--- src/drc_pkg.sv ---
// Package of constants for the dual low-frequency counter block
// What this block does
// - Seconds counter divides 32768 ticks per second
// - Fine prescaler divides by two to 0..15
// - Seconds on crystal, fine on selected source
// - One absolute seconds alarm, fires once only
// - Fine alarm resolves a single 32 kHz cycle
// - Fine absolute alarm plus periodic every 60 units
// - Fine counter drives strobe pulse at target
// - Strobe works regardless of core power mode
// - Capture pin transition latches fine count snapshot
// - Enabled capture wakes chip; raises interrupt only when its mask bit is set
// - Snapshot holds exact 32 kHz cycle too
// - Internal oscillator path can never be disabled
// - Seconds alarm can wake from deepest shutdown
package drc_pkg;
    // Clock and low-frequency figures
    localparam int          CLK_PERIOD_NS  = 10;
    localparam int          LF_FREQ_HZ     = 32768;
    localparam logic [14:0] SEC_DIV_LAST   = 15'(LF_FREQ_HZ - 1);
    localparam logic [5:0]  PERIOD_UNITS   = 6'h3C;
    localparam logic [5:0]  PERIOD_LAST    = PERIOD_UNITS - 6'h01;

    // Register byte offsets
    localparam logic [5:0] OFS_CTRL       = 6'h00;
    localparam logic [5:0] OFS_SEC_COUNT  = 6'h04;
    localparam logic [5:0] OFS_SEC_ALARM  = 6'h08;
    localparam logic [5:0] OFS_FINE_COUNT = 6'h0C;
    localparam logic [5:0] OFS_FINE_ALARM = 6'h10;
    localparam logic [5:0] OFS_FINE_ASUB  = 6'h14;
    localparam logic [5:0] OFS_STROBE_TGT = 6'h18;
    localparam logic [5:0] OFS_CAP_UNITS  = 6'h1C;
    localparam logic [5:0] OFS_CAP_SUB    = 6'h20;
    localparam logic [5:0] OFS_STATUS     = 6'h24;
    localparam logic [5:0] OFS_MASK       = 6'h28;
    localparam logic [5:0] OFS_FINE_SUB   = 6'h2C;

    // Control register fields
    localparam int CTL_SEC_EN   = 0;
    localparam int CTL_FINE_EN  = 1;
    localparam int CTL_SRC_OSC  = 2;
    localparam int CTL_SEC_ARM  = 3;
    localparam int CTL_FALM_EN  = 4;
    localparam int CTL_PER_EN   = 5;
    localparam int CTL_STB_EN   = 6;
    localparam int CTL_CAP_EN   = 7;
    localparam int CTL_EXP_LSB  = 8;
    localparam int CTL_W        = 12;
    localparam logic [CTL_W-1:0] CTRL_RESET = 12'h000;

    // Status and mask fields
    localparam int ST_SEC_ALM  = 0;
    localparam int ST_FINE_ALM = 1;
    localparam int ST_PERIOD   = 2;
    localparam int ST_CAPTURE  = 3;
    localparam int ST_STROBE   = 4;
    localparam int ST_W        = 5;
    localparam logic [ST_W-1:0] ST_RESET = 5'h00;

    // Bus handshake state
    typedef enum logic {DRC_IDLE, DRC_ACK} drc_bus_t;
endpackage

--- src/drc_edge.sv ---
// Edge detector for a group of synchronous input pins
`timescale 1ns/1ps
`default_nettype none
module drc_edge #(
    parameter int W = 1
) (
    input  wire logic         clk_i,
    input  wire logic         rst_n_i,
    input  wire logic [W-1:0] pin_i,
    output logic      [W-1:0] rise_o,
    output logic      [W-1:0] fall_o
);
    logic [W-1:0] prev_ff;

    // Previous pin level, compared against the present one
    always_ff @(posedge clk_i or negedge rst_n_i) begin
        if (!rst_n_i) begin
            prev_ff <= '0;
        end else begin
            prev_ff <= pin_i;
        end
    end

    assign rise_o = pin_i & ~prev_ff;
    assign fall_o = ~pin_i & prev_ff;
endmodule
`default_nettype wire

--- src/drc_top.sv ---
// Dual low-frequency counter with alarms, strobe output and capture
//
// The placing of the registers and the Avalon-MM interface to the registers were chosen for this implementation.
`timescale 1ns/1ps
`default_nettype none
module drc_top
    import drc_pkg::*;
(
    input  wire logic        clk_i,
    input  wire logic        rst_n_i,
    input  wire logic [5:0]  avs_address_i,
    input  wire logic        avs_read_i,
    input  wire logic        avs_write_i,
    input  wire logic [31:0] avs_writedata_i,
    input  wire logic [3:0]  avs_byteenable_i,
    output logic      [31:0] avs_readdata_o,
    output logic             avs_waitrequest_o,
    input  wire logic        low_freq_crystal_i,
    input  wire logic        low_freq_internal_osc_i,
    input  wire logic        capture_i,
    output logic             strobe_o,
    output logic             irq_o,
    output logic             wake_o
);
    // Merge write data into a register under byte enables
    function automatic logic [31:0] merge(input logic [31:0] old_v,
                                          input logic [31:0] wd,
                                          input logic [3:0]  be);
        logic [31:0] m;
        m = {{8{be[3]}}, {8{be[2]}}, {8{be[1]}}, {8{be[0]}}};
        return (old_v & ~m) | (wd & m);
    endfunction

    drc_bus_t         bus_ff;
    logic [31:0]      rdata_ff;
    logic [CTL_W-1:0] ctrl_ff;
    logic [14:0]      sec_pre_ff;
    logic [31:0]      sec_count_ff;
    logic [31:0]      sec_alarm_ff;
    logic [14:0]      fine_sub_ff;
    logic [31:0]      fine_count_ff;
    logic [31:0]      fine_alarm_ff;
    logic [14:0]      fine_asub_ff;
    logic [31:0]      strobe_tgt_ff;
    logic [5:0]       per_cnt_ff;
    logic [31:0]      cap_units_ff;
    logic [14:0]      cap_sub_ff;
    logic [ST_W-1:0]  status_ff;
    logic [ST_W-1:0]  mask_ff;
    logic             strobe_ff;
    logic             irq_ff;
    logic             wake_ff;
    logic             wreq_ff;

    // Pin edges; the internal oscillator edge is always watched
    logic [2:0] pin_rise;
    logic [2:0] pin_fall;
    drc_edge #(.W(3)) u_edge (
        .clk_i   (clk_i),
        .rst_n_i (rst_n_i),
        .pin_i   ({capture_i, low_freq_internal_osc_i, low_freq_crystal_i}),
        .rise_o  (pin_rise),
        .fall_o  (pin_fall)
    );

    // Bus decode: a write is acted on in the cycle it is acknowledged, a read one cycle earlier
    wire        acc      = (avs_read_i | avs_write_i) & (bus_ff == DRC_IDLE);
    wire        wr_go    = avs_write_i & (bus_ff == DRC_ACK);
    wire [5:0]  addr     = {avs_address_i[5:2], 2'b00};
    wire        wr_ctrl  = wr_go & (addr == OFS_CTRL);
    wire        wr_sec   = wr_go & (addr == OFS_SEC_COUNT);
    wire        wr_salm  = wr_go & (addr == OFS_SEC_ALARM);
    wire        wr_falm  = wr_go & (addr == OFS_FINE_ALARM);
    wire        wr_fasub = wr_go & (addr == OFS_FINE_ASUB);
    wire        wr_stgt  = wr_go & (addr == OFS_STROBE_TGT);
    wire        wr_stat  = wr_go & (addr == OFS_STATUS);
    wire        wr_mask  = wr_go & (addr == OFS_MASK);
    wire [31:0] wmerge_c = merge({20'h00000, ctrl_ff}, avs_writedata_i, avs_byteenable_i);

    // Control fields
    wire        sec_en   = ctrl_ff[CTL_SEC_EN];
    wire        fine_en  = ctrl_ff[CTL_FINE_EN];
    wire        sec_arm  = ctrl_ff[CTL_SEC_ARM];
    wire [3:0]  exp_sel  = ctrl_ff[CTL_EXP_LSB +: 4];
    wire [14:0] sub_mask = 15'((16'h0001 << exp_sel) - 16'h0001);

    // Seconds chain runs on the crystal only
    wire        sec_lf   = pin_rise[0] & sec_en;
    wire        sec_tick = sec_lf & (sec_pre_ff == SEC_DIV_LAST);
    wire [31:0] sec_inc  = sec_count_ff + 32'h0000_0001;
    wire        sec_hit  = sec_tick & sec_arm & (sec_inc == sec_alarm_ff);

    // Fine chain runs on the selected source
    wire        fine_src  = ctrl_ff[CTL_SRC_OSC] ? pin_rise[1] : pin_rise[0];
    wire        fine_lf   = fine_src & fine_en;
    wire        unit_tick = fine_lf & (fine_sub_ff == sub_mask);
    wire        falm_hit  = fine_lf & ctrl_ff[CTL_FALM_EN] & (fine_count_ff == fine_alarm_ff)
                            & (fine_sub_ff == (fine_asub_ff & sub_mask));
    wire        per_hit   = unit_tick & ctrl_ff[CTL_PER_EN] & (per_cnt_ff == PERIOD_LAST);
    wire        stb_hit   = fine_lf & ctrl_ff[CTL_STB_EN] & (fine_count_ff == strobe_tgt_ff)
                            & (fine_sub_ff == 15'h0000);
    wire        cap_evt   = (pin_rise[2] | pin_fall[2]) & ctrl_ff[CTL_CAP_EN];

    // Events, status update with set winning over clear
    wire [ST_W-1:0] set_vec = {stb_hit, cap_evt, per_hit, falm_hit, sec_hit};
    wire [ST_W-1:0] clr_vec = wr_stat ? avs_writedata_i[ST_W-1:0] : '0;
    wire [ST_W-1:0] nxt_status = (status_ff & ~clr_vec) | set_vec;
    wire            nxt_irq = |(nxt_status & mask_ff);
    // Wake sources stay alive whatever the core clock does
    wire            nxt_wake = (nxt_status[ST_SEC_ALM] & sec_en)
                               | (nxt_status[ST_CAPTURE] & ctrl_ff[CTL_CAP_EN])
                               | |(nxt_status & mask_ff);

    // Read selection, unmapped words read as zero
    wire [31:0] rd_sel =
        (addr == OFS_CTRL)       ? {20'h00000, ctrl_ff} :
        (addr == OFS_SEC_COUNT)  ? sec_count_ff :
        (addr == OFS_SEC_ALARM)  ? sec_alarm_ff :
        (addr == OFS_FINE_COUNT) ? fine_count_ff :
        (addr == OFS_FINE_ALARM) ? fine_alarm_ff :
        (addr == OFS_FINE_ASUB)  ? {17'h00000, fine_asub_ff} :
        (addr == OFS_STROBE_TGT) ? strobe_tgt_ff :
        (addr == OFS_CAP_UNITS)  ? cap_units_ff :
        (addr == OFS_CAP_SUB)    ? {17'h00000, cap_sub_ff} :
        (addr == OFS_STATUS)     ? {27'h0000000, status_ff} :
        (addr == OFS_MASK)       ? {27'h0000000, mask_ff} :
        (addr == OFS_FINE_SUB)   ? {17'h00000, fine_sub_ff} : 32'h0000_0000;

    // Bus handshake: one wait cycle, then a one-cycle acknowledge
    always_ff @(posedge clk_i or negedge rst_n_i) begin
        if (!rst_n_i) begin
            bus_ff   <= DRC_IDLE;
            rdata_ff <= 32'h0000_0000;
        end else begin
            case (bus_ff)
                DRC_IDLE: bus_ff <= acc ? DRC_ACK : DRC_IDLE;
                DRC_ACK:  bus_ff <= DRC_IDLE;
                default:  bus_ff <= DRC_IDLE;
            endcase
            if (acc) begin
                rdata_ff <= rd_sel;
            end
        end
    end

    // Waitrequest has its own flop so the pin never carries decode glitches
    always_ff @(posedge clk_i or negedge rst_n_i) begin
        if (!rst_n_i) begin
            wreq_ff <= 1'b1;
        end else begin
            wreq_ff <= ~acc;
        end
    end
    assign avs_waitrequest_o = wreq_ff;
    assign avs_readdata_o    = rdata_ff;

    // Control; the seconds alarm disarms itself once it fires
    always_ff @(posedge clk_i or negedge rst_n_i) begin
        if (!rst_n_i) begin
            ctrl_ff <= CTRL_RESET;
        end else if (wr_ctrl) begin
            ctrl_ff <= wmerge_c[CTL_W-1:0];
        end else if (sec_hit) begin
            ctrl_ff[CTL_SEC_ARM] <= 1'b0;
        end
    end

    // Seconds counter; a software load restarts the second
    always_ff @(posedge clk_i or negedge rst_n_i) begin
        if (!rst_n_i) begin
            sec_pre_ff   <= 15'h0000;
            sec_count_ff <= 32'h0000_0000;
        end else if (wr_sec) begin
            sec_pre_ff   <= 15'h0000;
            sec_count_ff <= merge(sec_count_ff, avs_writedata_i, avs_byteenable_i);
        end else if (sec_lf) begin
            sec_pre_ff <= sec_tick ? 15'h0000 : sec_pre_ff + 15'h0001;
            if (sec_tick) begin
                sec_count_ff <= sec_inc;
            end
        end
    end

    // Fine counter; a control write restarts the sub-unit divider
    always_ff @(posedge clk_i or negedge rst_n_i) begin
        if (!rst_n_i) begin
            fine_sub_ff   <= 15'h0000;
            fine_count_ff <= 32'h0000_0000;
            per_cnt_ff    <= 6'h00;
        end else if (wr_ctrl) begin
            fine_sub_ff <= 15'h0000;
        end else if (fine_lf) begin
            fine_sub_ff <= unit_tick ? 15'h0000 : fine_sub_ff + 15'h0001;
            if (unit_tick) begin
                fine_count_ff <= fine_count_ff + 32'h0000_0001;
                per_cnt_ff    <= (per_cnt_ff == PERIOD_LAST) ? 6'h00 : per_cnt_ff + 6'h01;
            end
        end
    end

    // Software-written alarm, target and mask registers
    always_ff @(posedge clk_i or negedge rst_n_i) begin
        if (!rst_n_i) begin
            sec_alarm_ff  <= 32'h0000_0000;
            fine_alarm_ff <= 32'h0000_0000;
            fine_asub_ff  <= 15'h0000;
            strobe_tgt_ff <= 32'h0000_0000;
            mask_ff       <= ST_RESET;
        end else begin
            if (wr_salm) sec_alarm_ff <= merge(sec_alarm_ff, avs_writedata_i, avs_byteenable_i);
            if (wr_falm) fine_alarm_ff <= merge(fine_alarm_ff, avs_writedata_i, avs_byteenable_i);
            if (wr_fasub) fine_asub_ff <= avs_writedata_i[14:0];
            if (wr_stgt) strobe_tgt_ff <= merge(strobe_tgt_ff, avs_writedata_i, avs_byteenable_i);
            if (wr_mask) mask_ff <= avs_writedata_i[ST_W-1:0];
        end
    end

    // Capture keeps both the unit count and the exact sub-cycle
    always_ff @(posedge clk_i or negedge rst_n_i) begin
        if (!rst_n_i) begin
            cap_units_ff <= 32'h0000_0000;
            cap_sub_ff   <= 15'h0000;
        end else if (cap_evt) begin
            cap_units_ff <= fine_count_ff;
            cap_sub_ff   <= fine_sub_ff;
        end
    end

    // Strobe lasts one source cycle; it needs no core clock gating term
    always_ff @(posedge clk_i or negedge rst_n_i) begin
        if (!rst_n_i) begin
            strobe_ff <= 1'b0;
        end else if (stb_hit) begin
            strobe_ff <= 1'b1;
        end else if (fine_src) begin
            strobe_ff <= 1'b0;
        end
    end
    assign strobe_o = strobe_ff;

    // Sticky flags and the registered interrupt and wake levels
    always_ff @(posedge clk_i or negedge rst_n_i) begin
        if (!rst_n_i) begin
            status_ff <= ST_RESET;
            irq_ff    <= 1'b0;
            wake_ff   <= 1'b0;
        end else begin
            status_ff <= nxt_status;
            irq_ff    <= nxt_irq;
            wake_ff   <= nxt_wake;
        end
    end
    assign irq_o  = irq_ff;
    assign wake_o = wake_ff;
endmodule
`default_nettype wire

--- config.mk ---
export PLATFORM = sky130hd
export DESIGN_NAME = drc_top
export DESIGN_NICKNAME = d
export VERILOG_FILES = /design/src/drc_pkg.sv /design/src/drc_edge.sv /design/src/drc_top.sv
export SDC_FILE = /design/constraint.sdc
export NUM_CORES = 1
export LEC_CHECK = 0
export BUFFER_PORTS_ARGS = -buffer_cell sky130_fd_sc_hd__buf_2
export CORE_MARGIN = 1.5
export CORE_UTILIZATION = 43
export CTS_BUF_LIST = sky130_fd_sc_hd__clkbuf_8
export CTS_CLUSTER_SIZE = 20
export DETAILED_ROUTE_END_ITERATION = 8
export PLACE_DENSITY_LB_ADDON = 0.08
export RECOVER_POWER = 25
export SYNTH_ARGS = -nofsm -noshare
export SYNTH_HDL_FRONTEND = slang
export SYNTH_SLANG_ARGS = --single-unit
--- constraint.sdc ---
create_clock -name clk_i -period 4.75 [get_ports clk_i]
set_input_delay 0.475 -clock clk_i [delete_from_list [all_inputs] [get_ports clk_i]]
set_output_delay 0.475 -clock clk_i [all_outputs]
set_load 0.01 [all_outputs]
# Word-level counts from Yosys, hierarchy flattened
# Index checks and enable logic that the tools add are counted.
totals:
  register_bits: 320
  input_bits: 49
  elab_cells: 142
  out_inout_bits: 36
op_classes:
  muxes: 30
  n_reduce_logical: 10
  add_sub_neg: 6
  eq_ne: 18
  n_bitwise: 55
  n_shift: 1
ops:
  columns: ["cell", "count"]
  rows:
  - ["two-way mux 32 bit", 11]
  - ["AND 32 bit", 5]
  - ["two-way mux 15 bit", 10]
  - ["OR 32 bit", 4]
  - ["equality test 32 bit", 3]
  - ["adder 32 x 1 -> 32 bit (second input constant)", 2]
  - ["NOT 32 bit", 1]
  - ["adder 15 x 1 -> 15 bit (second input constant)", 2]
  - ["equality test 15 bit", 2]
  - ["AND 1 bit", 27]
  - ["equality test 4 x 3 -> 1 bit (second input constant)", 4]
  - ["equality test 4 bit (second input constant)", 4]
  - ["AND 15 bit", 1]
  - ["equality test 15 bit (second input constant)", 1]
  - ["logical NOT 15 bit", 1]
  - ["<< shifter 1 x 4 -> 15 bit (first input constant)", 1]
  - ["subtractor 15 x 1 -> 15 bit (second input constant)", 1]
  - ["AND 12 bit", 1]
  - ["OR 12 bit", 1]
  - ["AND 5 bit", 2]
  - ["nonzero test 2 bit", 5]
  - ["equality test 4 x 2 -> 1 bit (second input constant)", 2]
  - ["adder 6 x 1 -> 6 bit (second input constant)", 1]
  - ["AND 3 bit", 2]
  - ["other kinds (15)", 26]

# Longest topological paths before layout
# Gate-level depths: netlist of run 1.
depth:
  depth_word: 13
  ltp_mapped: 14
  ltp_nobuf: 11

# Hierarchy
# Synthesis of run 1 repeated with hierarchy kept, for this count alone.
unflattened:
  cells_unflattened: 1898
  area_unflattened_um2: 18089.8
modules_own_cells:
  columns: ["mod", "cells_each", "area_each_um2", "n_inst"]
  rows:
  - ["drc_top", 1889, 17962.2, 1]
  - ["drc_edge", 9, 127.6, 1]

# Worst setup path after synthesis of run 1
# Ideal clock, no wire load.
synth_timing:
  kind: "reg2reg"
  start: "reg with a tool-made name"
  end: "reg fine_count_ff[29]"
  path_stages_with_launch: 14
  n_path_buf: 3
  slack_ps: 1165
  t_required_ps: 4671
  t_arrival_ps: 3506
  cell_sequence: "dfrtp_1 > buf_6 > or4_1 > clkbuf_1 > ha_1 > xnor2_1 > xnor2_1 > or4_4 > nor4_4 > nand3_1 > or4_4 > buf_6 > nor3_4 > xor2_1"
synth_rtl:
  columns: ["element", "line", "rtl"]
  rows:
  - ["end signal: assignment", "drc_top.sv:195", "fine_count_ff <= fine_count_ff + 32'h0000_0001;"]
  - ["end: declaration", "drc_top.sv:41", "logic [31:0] fine_count_ff;"]

==> results of run 1 <==
==> report_power, final <==
| part | total [mW] | internal, mW | switching (mW) |
|---|---|---|---|
| Combinational | 1.49 | 0.640 | 0.855 |
| Clock | 2.58 | 1.37 | 1.20 |
| Sequential | 3.56 | 3.08 | 0.478 |
| Total | 7.63 | 5.10 | 2.53 |
==> worst max path at each step <==
stage,depth (start not counted),end,slack [ns]
detailed placement,13,fine_count_ff[24],0.75
global placement,13,fine_count_ff[24],0.84
finish,13,fine_count_ff[24],0.71
CTS,13,fine_count_ff[24],0.72
floorplan,13,fine_count_ff[29],1.16
global route,13,fine_count_ff[22],0.44
==> cell families (layout without fill, tap and decap cells) <==
family	after synthesis	count (layout)	synth area share [%]
other cells	0	1	0
mux	171	171	10.76
simple gates	619	619	17.40
fa+ha+maj	7	7	0.4947
xor+xnor	156	156	7.796
flops	320	320	45.24
compound gates	397	397	14.59
buf+inv	170	275	3.725
==> metal layers <==
layer	vias up	global-route usage [%]
li1	6802	-
met1	7522	42.73
met2	582	45.76
met3	110	4.242
met4	2	11.59
met5	-	0
==> timing repair <==
action,CTS,global route
hold endpoints to repair,116,0
endpoints found under the setup margin,0,0
hold buffers,4,0
==> through the flow <==
step	instances	hold slack [ns]	util [%]	power [mW]	setup slack, ns
after global routing	2477	0.1327	48.64	8.014	0.4448
after global placement	2372	0.4560	45.83	5.043	0.8375
after detailed placement	2372	0.4650	45.83	5.068	0.7526
final	2478	0.1407	48.65	7.631	0.7090
after floorplan	1840	0.1794	-	4.449	1.165
after CTS	2477	0.09690	48.69	7.674	0.7245
==> layout by cell type (no fill, tap or decap), drive strengths merged, types with 7 or more instances in the layout <==
| cell | n |
|---|---|
| a31oi | 21 |
| nand3 | 71 |
| o21ai | 116 |
| nand4 | 33 |
| and2 | 10 |
| nand2 | 182 |
| xnor2 | 98 |
| inv | 69 |
| o2bb2ai | 8 |
| o22ai | 34 |
| nor4b | 7 |
| nand2b | 21 |
| a21oi | 83 |
| xor2 | 57 |
| nor2b | 14 |
| clkbuf | 76 |
| mux2 | 154 |
| a221oi | 26 |
| nor3 | 40 |
| nor4 | 31 |
| a222oi | 26 |
| a211oi | 10 |
| and3 | 23 |
| and4 | 9 |
| mux2i | 17 |
| dfrtp | 319 |
| a22oi | 12 |
| buf | 118 |
| ha | 7 |
| nor2 | 149 |
==> critical path, stage by stage, from the launching register on <==
cell and delay (ns):
dfrtp_1 0.38, buf_4 0.24, nor3_1 0.42, nand2_1 0.11
ha_1 0.34, xnor2_1 0.19, xnor2_1 0.16, or4_4 0.55
nor4_4 0.32, nand3_1 0.16, buf_4 0.26, nor3_2 0.44
nand3_1 0.16, xnor2_1 0.15
==> cell type report <==
| type | instances | area, sq um | share of cell area [%] |
|---|---|---|---|
| diodes | 1 | 2.502 | 0.01263 |
| clock inverters | 31 | 161.4 | 0.8144 |
| flip-flops and latches | 320 | 8009 | 40.41 |
| clock buffers | 70 | 963.4 | 4.861 |
| inverters | 46 | 172.7 | 0.8713 |
| multi-input cells | 1350 | 9061 | 45.72 |
| well taps | 532 | 665.6 | 3.359 |
| repair buffers | 128 | 782.0 | 3.946 |
==> flow_metrics.env, run 1 <==
export IMPL_ant_nets=0
export IMPL_ys_async_sr_fraction_pct=100.0
export IMPL_critPathArrivalTime_ns=4.56
export IMPL_synth_most_common_cell="dfrtp_1"
export IMPL_cts_tree="built"
export IMPL_cts_buffers=56
export IMPL_slew_viol_final=170
export IMPL_synth_seq_cells=320
export IMPL_dr_pass1_iters=6
export IMPL_htreeDepth=2
export IMPL_cts_root_buffer="clkbuf_8"
export IMPL_max_cap_violations=2
export IMPL_synthTopCellsByCount="319 x dfrtp_1, 182 x nand2_1, 154 x mux2_2"
export IMPL_powerDensity_nw_per_um2=385.0
export IMPL_dieWidth_um=205.9
export IMPL_dpl_cell_area_sq_um=18670
export IMPL_syn_mean_instance_area_sq_um=9.621
export IMPL_worstSetupPathType="reg2reg"
export IMPL_grt_max_degree=118
export IMPL_dr_total_vias=15018
export IMPL_rsz0062_at_grt="no"
export IMPL_port_buffer_count=82
export IMPL_cts_buffer_depth=3
export IMPL_routed_top_layer="met5"
export IMPL_outcome="complete, but fails checks"
export IMPL_syn_nets=1896
export IMPL_p_leak_nw=8.730
export IMPL_setup_viol=0
export IMPL_synth_warnings=0
export IMPL_ys_seq_area_share_pct=45.24
export IMPL_required_ns=5.27
export IMPL_netlist_instances=1840
export IMPL_cts_sinks=320
export IMPL_finClkSkew_ns=0.01671
export IMPL_hold_path_startpoint="avs_writedata_i[25]"
export IMPL_syn2layout_area_growth_pct=11.94
export IMPL_min_period_ns=4.041
export IMPL_place_congestion=0.9956
export IMPL_clk_latency_ns=0.66
export IMPL_end_kind="register"
export IMPL_die_y_um=205.9
export IMPL_hold_viol=0
export IMPL_synth_area_leader_cell="dfrtp_1"
export IMPL_place_hpwl_mm=45.60
export IMPL_final_period_utilization_pct=85.07
export IMPL_grt_pass1_vias=14666
export IMPL_wl_met3_mm=4.466
export IMPL_track_usage_pct=29.90
export IMPL_hp_class="in2reg"
export IMPL_cts_setup_buffers=0
export IMPL_synth_ff_type="dfrtp_1"
export IMPL_synth_edf_count=0
export IMPL_routed_wl_mm=62.22
export IMPL_yosys_area_top_type_share_pct=45.09
export IMPL_antenna_found_initial=6
export IMPL_violations="capacitance limit, slew limit"
export IMPL_drc=0
export IMPL_clk_pin_slew_worst_paths_ns=0.07
export IMPL_rows=74
export IMPL_ff2ff_setup_slack_ns=0.71
export IMPL_ir_drop_mv=0.2171
export IMPL_cts_resized=0
export IMPL_filler_cell_count=3859
export IMPL_yosys_top_cells_area="dfrtp_1 45%, mux2_2 9.8%, xnor2_1 4.8%"
export IMPL_drive_gt1_share_pct=19.59
export IMPL_grt_pass1_wl_mm=93.99
export IMPL_wl_per_cell_um=25.11
export IMPL_grt_overflow_total=0
export IMPL_final_setup_tns_ns=0
export IMPL_start_util_pct=43.46
export IMPL_cp_max_fo=26
export IMPL_synth_area_sq_um=17700
export IMPL_met1Wirelength_mm=27.81
export IMPL_ios=85
export IMPL_hold_depth=2
export IMPL_r2r_cells=13
export IMPL_wl_met2_mm=27.71
export IMPL_dieArea_sq_um=42400
export IMPL_design_area_sq_um=19820
export IMPL_max_freq_ghz=0.2475
export IMPL_core_region_area_sq_um=40740
export IMPL_r2r_end="fine_count_ff[24]"
export IMPL_layout_nets=1958
export IMPL_drt_initial_drc_count=1631
export IMPL_tightest_slew_ns=3.149
export IMPL_synth_cell_types=75
export IMPL_avgViaCountPerCell=6.061
export IMPL_start_kind="register"
export IMPL_max_slew_margin_pct=-110.0
Note: power is estimated with default switching activity, not from simulation.
==> inputs of run 2 (changes only) <==
- CORE_UTILIZATION: 43 -> 29
==> flow_metrics.env, run 2 (synthesized netlist as in run 1, its figures left out) <==
export IMPL_cts_setup_buffers=0
export IMPL_avgViaCountPerCell=5.396
export IMPL_drt_initial_drc_count=1109
export IMPL_r2r_end="wake_o"
export IMPL_max_freq_ghz=0.2398
export IMPL_cts_buffer_depth=3
export IMPL_critPathArrivalTime_ns=4.75
export IMPL_ant_nets=0
export IMPL_worst_slack_ns=0.5792
export IMPL_min_period_ns=4.171
export IMPL_end_kind="register"
export IMPL_preCtsSetupSlack_ns=0.5993
export IMPL_ff2ff_setup_slack_ns=0.58
export IMPL_cp_max_fo=12
export IMPL_crit_chain="or4_1 -> ha_1 -> and2_1 -> o211ai_1 -> a211oi_1 -> a221o_1 -> a2111oi_0 -> a221o_1 -> a221o_1"
export IMPL_max_cap_violations=2
export IMPL_layout_nets=1969
export IMPL_grt_overflow_total=0
export IMPL_htreeDepth=3
export IMPL_drc=0
export IMPL_cts_buffers=66
export IMPL_core_region_area_sq_um=60360
export IMPL_start_kind="register"
export IMPL_power_frac_comb_pct=19.3
export IMPL_syn2layout_area_growth_pct=14.42
export IMPL_hold_depth=3
export IMPL_dieWidth_um=250.1
export IMPL_ir_drop_mv=0.1489
export IMPL_rsz0062_at_grt="no"
export IMPL_tightest_slew_ns=2.511
export IMPL_port_buffer_count=82
export IMPL_critPathMaxStageDelay_ns=1.10
export IMPL_place_congestion=0.8774
export IMPL_dieArea_sq_um=62540
export IMPL_clk_pin_slew_worst_paths_ns=0.06
export IMPL_layout_cells_most_common_list="319 x dfrtp_1, 181 x nand2_1, 154 x mux2_2, 142 x nor2_1, 114 x o21ai_0"
export IMPL_final_period_utilization_pct=87.81
export IMPL_die_y_um=250.1
export IMPL_start_util_pct=29.33
export IMPL_worstSetupPathType="reg2reg"
export IMPL_grt_pass1_wl_mm=102.9
export IMPL_ios=85
export IMPL_dpl_cell_area_sq_um=18980
export IMPL_cts_tree="built"
export IMPL_crit_top_cell="a221o_1"
export IMPL_p_seq_share_pct=45.0
export IMPL_hp_class="in2reg"
export IMPL_clk_latency_ns=0.65
export IMPL_max_slew_margin_pct=-67.39
export IMPL_routed_wl_mm=70.24
export IMPL_hold_viol=0
export IMPL_outcome="complete, but fails checks"
export IMPL_antenna_found_initial=4
export IMPL_final_setup_tns_ns=0
export IMPL_post_route_util_pct=33.56
export IMPL_r2r_cells=9
export IMPL_setup_viol=0
export IMPL_violations="capacitance limit, slew limit"
export IMPL_required_ns=5.33
export IMPL_crit_end="wake_o"
export IMPL_wl_per_cell_um=25.70
export IMPL_dr_pass1_iters=5
export IMPL_track_usage_pct=22.40
export IMPL_crit_path_top_delay_cell="a2111oi_0"
export IMPL_p_switching_mw=2.650
export IMPL_grt_max_degree=107
export IMPL_grt_pass1_vias=14617
export IMPL_p_leak_nw=8.761
export IMPL_p_clk_share_pct=35.7
export IMPL_mostFrequentLayoutCell="dfrtp_1"
export IMPL_drive_gt1_share_pct=20.17
export IMPL_cts_root_buffer="clkbuf_8"
export IMPL_place_hpwl_mm=51.69
export IMPL_swShare_pct=33.39
export IMPL_dr_total_vias=14747
export IMPL_instances_no_fill=2733
export IMPL_finClkSkew_ns=0.03385
export IMPL_cts_sinks=320
export IMPL_slew_viol_final=144
export IMPL_internal_power_mw=5.285
export IMPL_powerDensity_nw_per_um2=391.7
export IMPL_design_area_sq_um=20260
export IMPL_hold_slack_ns=0.1724
export IMPL_rows=90
export IMPL_power_mw=7.935
export IMPL_dp_cells=2623
-- run 2: how the worst min path moves through the flow --
stage	from	to	slack, ns
finish	avs_writedata_i[24]	register	0.17
global route	avs_writedata_i[26]	register	0.15
CTS	avs_writedata_i[26]	register	0.13
detailed placement	avs_readdata_o[19]	avs_readdata_o[19]	0.47
global placement	avs_readdata_o[16]	avs_readdata_o[16]	0.46
floorplan	rst_n_i	async pin	0.18
-- run 2: timing repair --
| item | in CTS | in global routing |
|---|---|---|
| hold buffers | 4 | 0 |
| resized for setup | 0 | 0 |
| endpoints found under the setup margin | 0 | 0 |
| hold endpoints to repair | 90 | 0 |
-- run 2: critical path, delay by kind of cell, from the launching register on --
kind,cells,cell delay [ns]
AOI/OAI and AO/OA,6,2.35
and+or+nand+nor,2,0.89
adders and majority gates,1,0.41
DFF,1,0.45
-- run 2: layout make-up --
cell class / instances / area, sq um
clock buffer: 84 / 1156
timing repair buffer: 129 / 789.5
sequential: 320 / 8009
multi-input combinational: 1350 / 9056
tap: 782 / 978.4
clock inverter: 19 / 86.33
antenna: 3 / 7.507
inverter: 46 / 172.7
fill: 6229 / 40100
-- run 2: per-layer routing --
metal	global-route usage [%]	wire length, um
met5	0	0
met1	30.85	32080
met2	35.20	32030
met3	3.980	3748
met4	7.965	2375
-- run 2: power groups by stage --
stage               clock network (mW)  registers [mW]  logic, mW
floorplan                            0            3.38       1.07
global placement                     0            3.60       1.52
detailed placement                   0            3.61       1.53
CTS                               2.93            3.56       1.54
global route                      3.05            3.63       1.68
finish                            2.84            3.57       1.53
==> inputs of run 3 (changes only) <==
- BUFFER_PORTS_ARGS: -buffer_cell sky130_fd_sc_hd__buf_2 -> -buffer_cell sky130_fd_sc_hd__clkbuf_2
- CAP_MARGIN: default -> 20
==> flow_metrics.env, run 3 (synthesized netlist as in run 1, its figures left out) <==
export IMPL_outcome="complete, but fails checks"
export IMPL_violations="capacitance limit, slew limit"
export IMPL_wl_met3_mm=4.362
export IMPL_track_usage_pct=22.63
export IMPL_clk_latency_ns=0.70
export IMPL_ff2ff_setup_slack_ns=0.55
export IMPL_max_slew_margin_pct=-70.44
export IMPL_dr_pass1_iters=6
export IMPL_grt_overflow_total=0
export IMPL_hp_class="in2reg"
export IMPL_cts_buffers=61
export IMPL_crit_chain="buf_4 -> nor3_1 -> nand2_1 -> ha_1 -> xnor2_1 -> xnor2_1 -> or4_4 -> nor4_4 -> nand3_1 -> buf_4 -> nor3_2 -> nand3_1 -> xnor2_1"
export IMPL_antenna_found_initial=8
export IMPL_dr_total_vias=14930
export IMPL_rsz0062_at_grt="no"
export IMPL_layout_nets=1966
export IMPL_setup_viol=0
export IMPL_p_switching_mw=2.684
export IMPL_p_seq_share_pct=45.3
export IMPL_preCtsSetupSlack_ns=0.5986
export IMPL_p_clk_share_pct=35.5
export IMPL_port_buffer_count=82
export IMPL_dieWidth_um=250.1
export IMPL_worstSetupPathType="reg2reg"
export IMPL_max_freq_ghz=0.2381
export IMPL_syn2layout_area_growth_pct=14.47
export IMPL_core_region_area_sq_um=60360
export IMPL_final_period_utilization_pct=88.43
export IMPL_critPathArrivalTime_ns=4.72
export IMPL_r2r_end="fine_count_ff[24]"
export IMPL_dpl_cell_area_sq_um=19000
export IMPL_max_cap_violations=2
export IMPL_powerDensity_nw_per_um2=389.8
export IMPL_finClkSkew_ns=0.06174
export IMPL_cts_buffer_depth=3
export IMPL_hold_depth=3
export IMPL_place_congestion=0.8678
export IMPL_cts_sinks=320
export IMPL_avgViaCountPerCell=5.445
export IMPL_critPathMaxStageDelay_ns=0.54
export IMPL_crit_top_cell="xnor2_1"
export IMPL_drive_gt1_share_pct=20.12
export IMPL_slew_viol_final=145
export IMPL_tightest_slew_ns=2.557
export IMPL_place_hpwl_mm=51.79
export IMPL_design_area_sq_um=20270
export IMPL_mostFrequentLayoutCell="dfrtp_1"
export IMPL_p_leak_nw=8.802
export IMPL_drt_initial_drc_count=1362
export IMPL_drc=0
export IMPL_rows=90
export IMPL_grt_pass1_wl_mm=104.0
export IMPL_swShare_pct=33.98
export IMPL_end_kind="register"
export IMPL_layout_cells_most_common_list="319 x dfrtp_1, 181 x nand2_1, 154 x mux2_2, 142 x nor2_1, 114 x o21ai_0"
export IMPL_worst_slack_ns=0.5496
export IMPL_filler_cell_count=6280
export IMPL_internal_power_mw=5.215
export IMPL_wl_per_cell_um=25.95
export IMPL_final_setup_tns_ns=0
export IMPL_ir_drop_mv=0.1829
export IMPL_clk_pin_slew_worst_paths_ns=0.06
export IMPL_r2r_cells=13
export IMPL_min_period_ns=4.200
export IMPL_start_util_pct=29.33
export IMPL_die_y_um=250.1
export IMPL_power_frac_comb_pct=19.3
export IMPL_start_kind="register"
export IMPL_cts_root_buffer="clkbuf_8"
export IMPL_cts_setup_buffers=0
export IMPL_crit_path_top_delay_cell="or4_4"
export IMPL_cp_max_fo=19
export IMPL_required_ns=5.27
export IMPL_hold_path_startpoint="avs_writedata_i[27]"
export IMPL_grt_pass1_vias=14659
export IMPL_met1Wirelength_mm=32.36
export IMPL_hold_viol=0
export IMPL_dieArea_sq_um=62540
export IMPL_critPathTopFamily="simple AND/OR/NAND/NOR gates"
export IMPL_grt_max_degree=94
export IMPL_hold_slack_ns=0.1341
export IMPL_routed_wl_mm=71.15
export IMPL_cts_tree="built"
export IMPL_wl_met2_mm=32.45
export IMPL_routed_top_layer="met4"
export IMPL_ant_nets=0
export IMPL_crit_buf_inv=2
export IMPL_ios=85
export IMPL_htreeDepth=2
[run 3: cell types whose count changed in the layout (fill, tap and decap cells not counted), moves of 4 or more]
cell      change
buf_2        -77
clkbuf_2     +77
clkbuf_8      -4
clkinv_2      +5
inv_1         +7
[run 3: per-stage QoR]
stage / util [%] / instances / total power, mW
final: 33.58 / 2742 / 7.899
after global routing: 33.58 / 2742 / 8.349
after CTS: 33.60 / 2739 / 8.007
after detailed placement: 31.49 / 2624 / 5.139
after global placement: 31.49 / 2624 / 5.124
after floorplan: - / 1840 / 4.449
[run 3: layout make-up]
cell class | instances | area (sq um) | area share [%]
flip-flops and latches | 320 | 8009 | 39.52
clock inverters | 31 | 137.6 | 0.6791
multi-input cells | 1350 | 9056 | 44.69
well taps | 782 | 978.4 | 4.828
repair buffers | 131 | 805.8 | 3.976
clock buffers | 80 | 1101 | 5.433
diodes | 2 | 5.005 | 0.02470
inverters | 46 | 172.7 | 0.8520
[run 3: routing by layer]
layer  GRT usage [%]  up-vias
met2           35.38      503
met1           31.69     7510
met5               0        -
li1                -     6810
met3           4.261      107
met4           6.701        0
[run 3: worst max-delay path by stage]
stage	start	cells past startpoint	end	slack (ns)
6_report	register	13	fine_count_ff[24]	0.55
5_1_grt	register	13	fine_count_ff[26]	0.22
4_1_cts	register	11	fine_count_ff[24]	0.55
3_5_place_dp	register	11	fine_count_ff[24]	0.60
3_3_place_gp	register	13	fine_count_ff[24]	0.63
2_1_floorplan	register	13	fine_count_ff[29]	1.16
[run 3: worst reg2reg max path, cell delays in order (launching register included)]
cell     delay, ns
dfrtp_1       0.47
buf_4         0.25
nor3_1        0.32
nand2_1       0.11
ha_1          0.34
xnor2_1       0.19
xnor2_1       0.16
or4_4         0.55
nor4_4        0.32
nand3_1       0.18
buf_4         0.28
nor3_2        0.54
nand3_1       0.17
xnor2_1       0.15
[run 3: timing repair]
action / 4_1_cts / 5_1_grt
gates resized for setup: 0 / 0
endpoints found under the hold margin: 90 / 0
hold buffers: 4 / 0
[run 3: power by group through the flow]
stage	logic (mW)	clock network (mW)	registers [mW]
4_1_cts	1.54	2.91	3.57
2_1_floorplan	1.07	0	3.38
6_report	1.52	2.80	3.58
3_5_place_dp	1.53	0	3.61
5_1_grt	1.68	3.05	3.63
3_3_place_gp	1.52	0	3.61
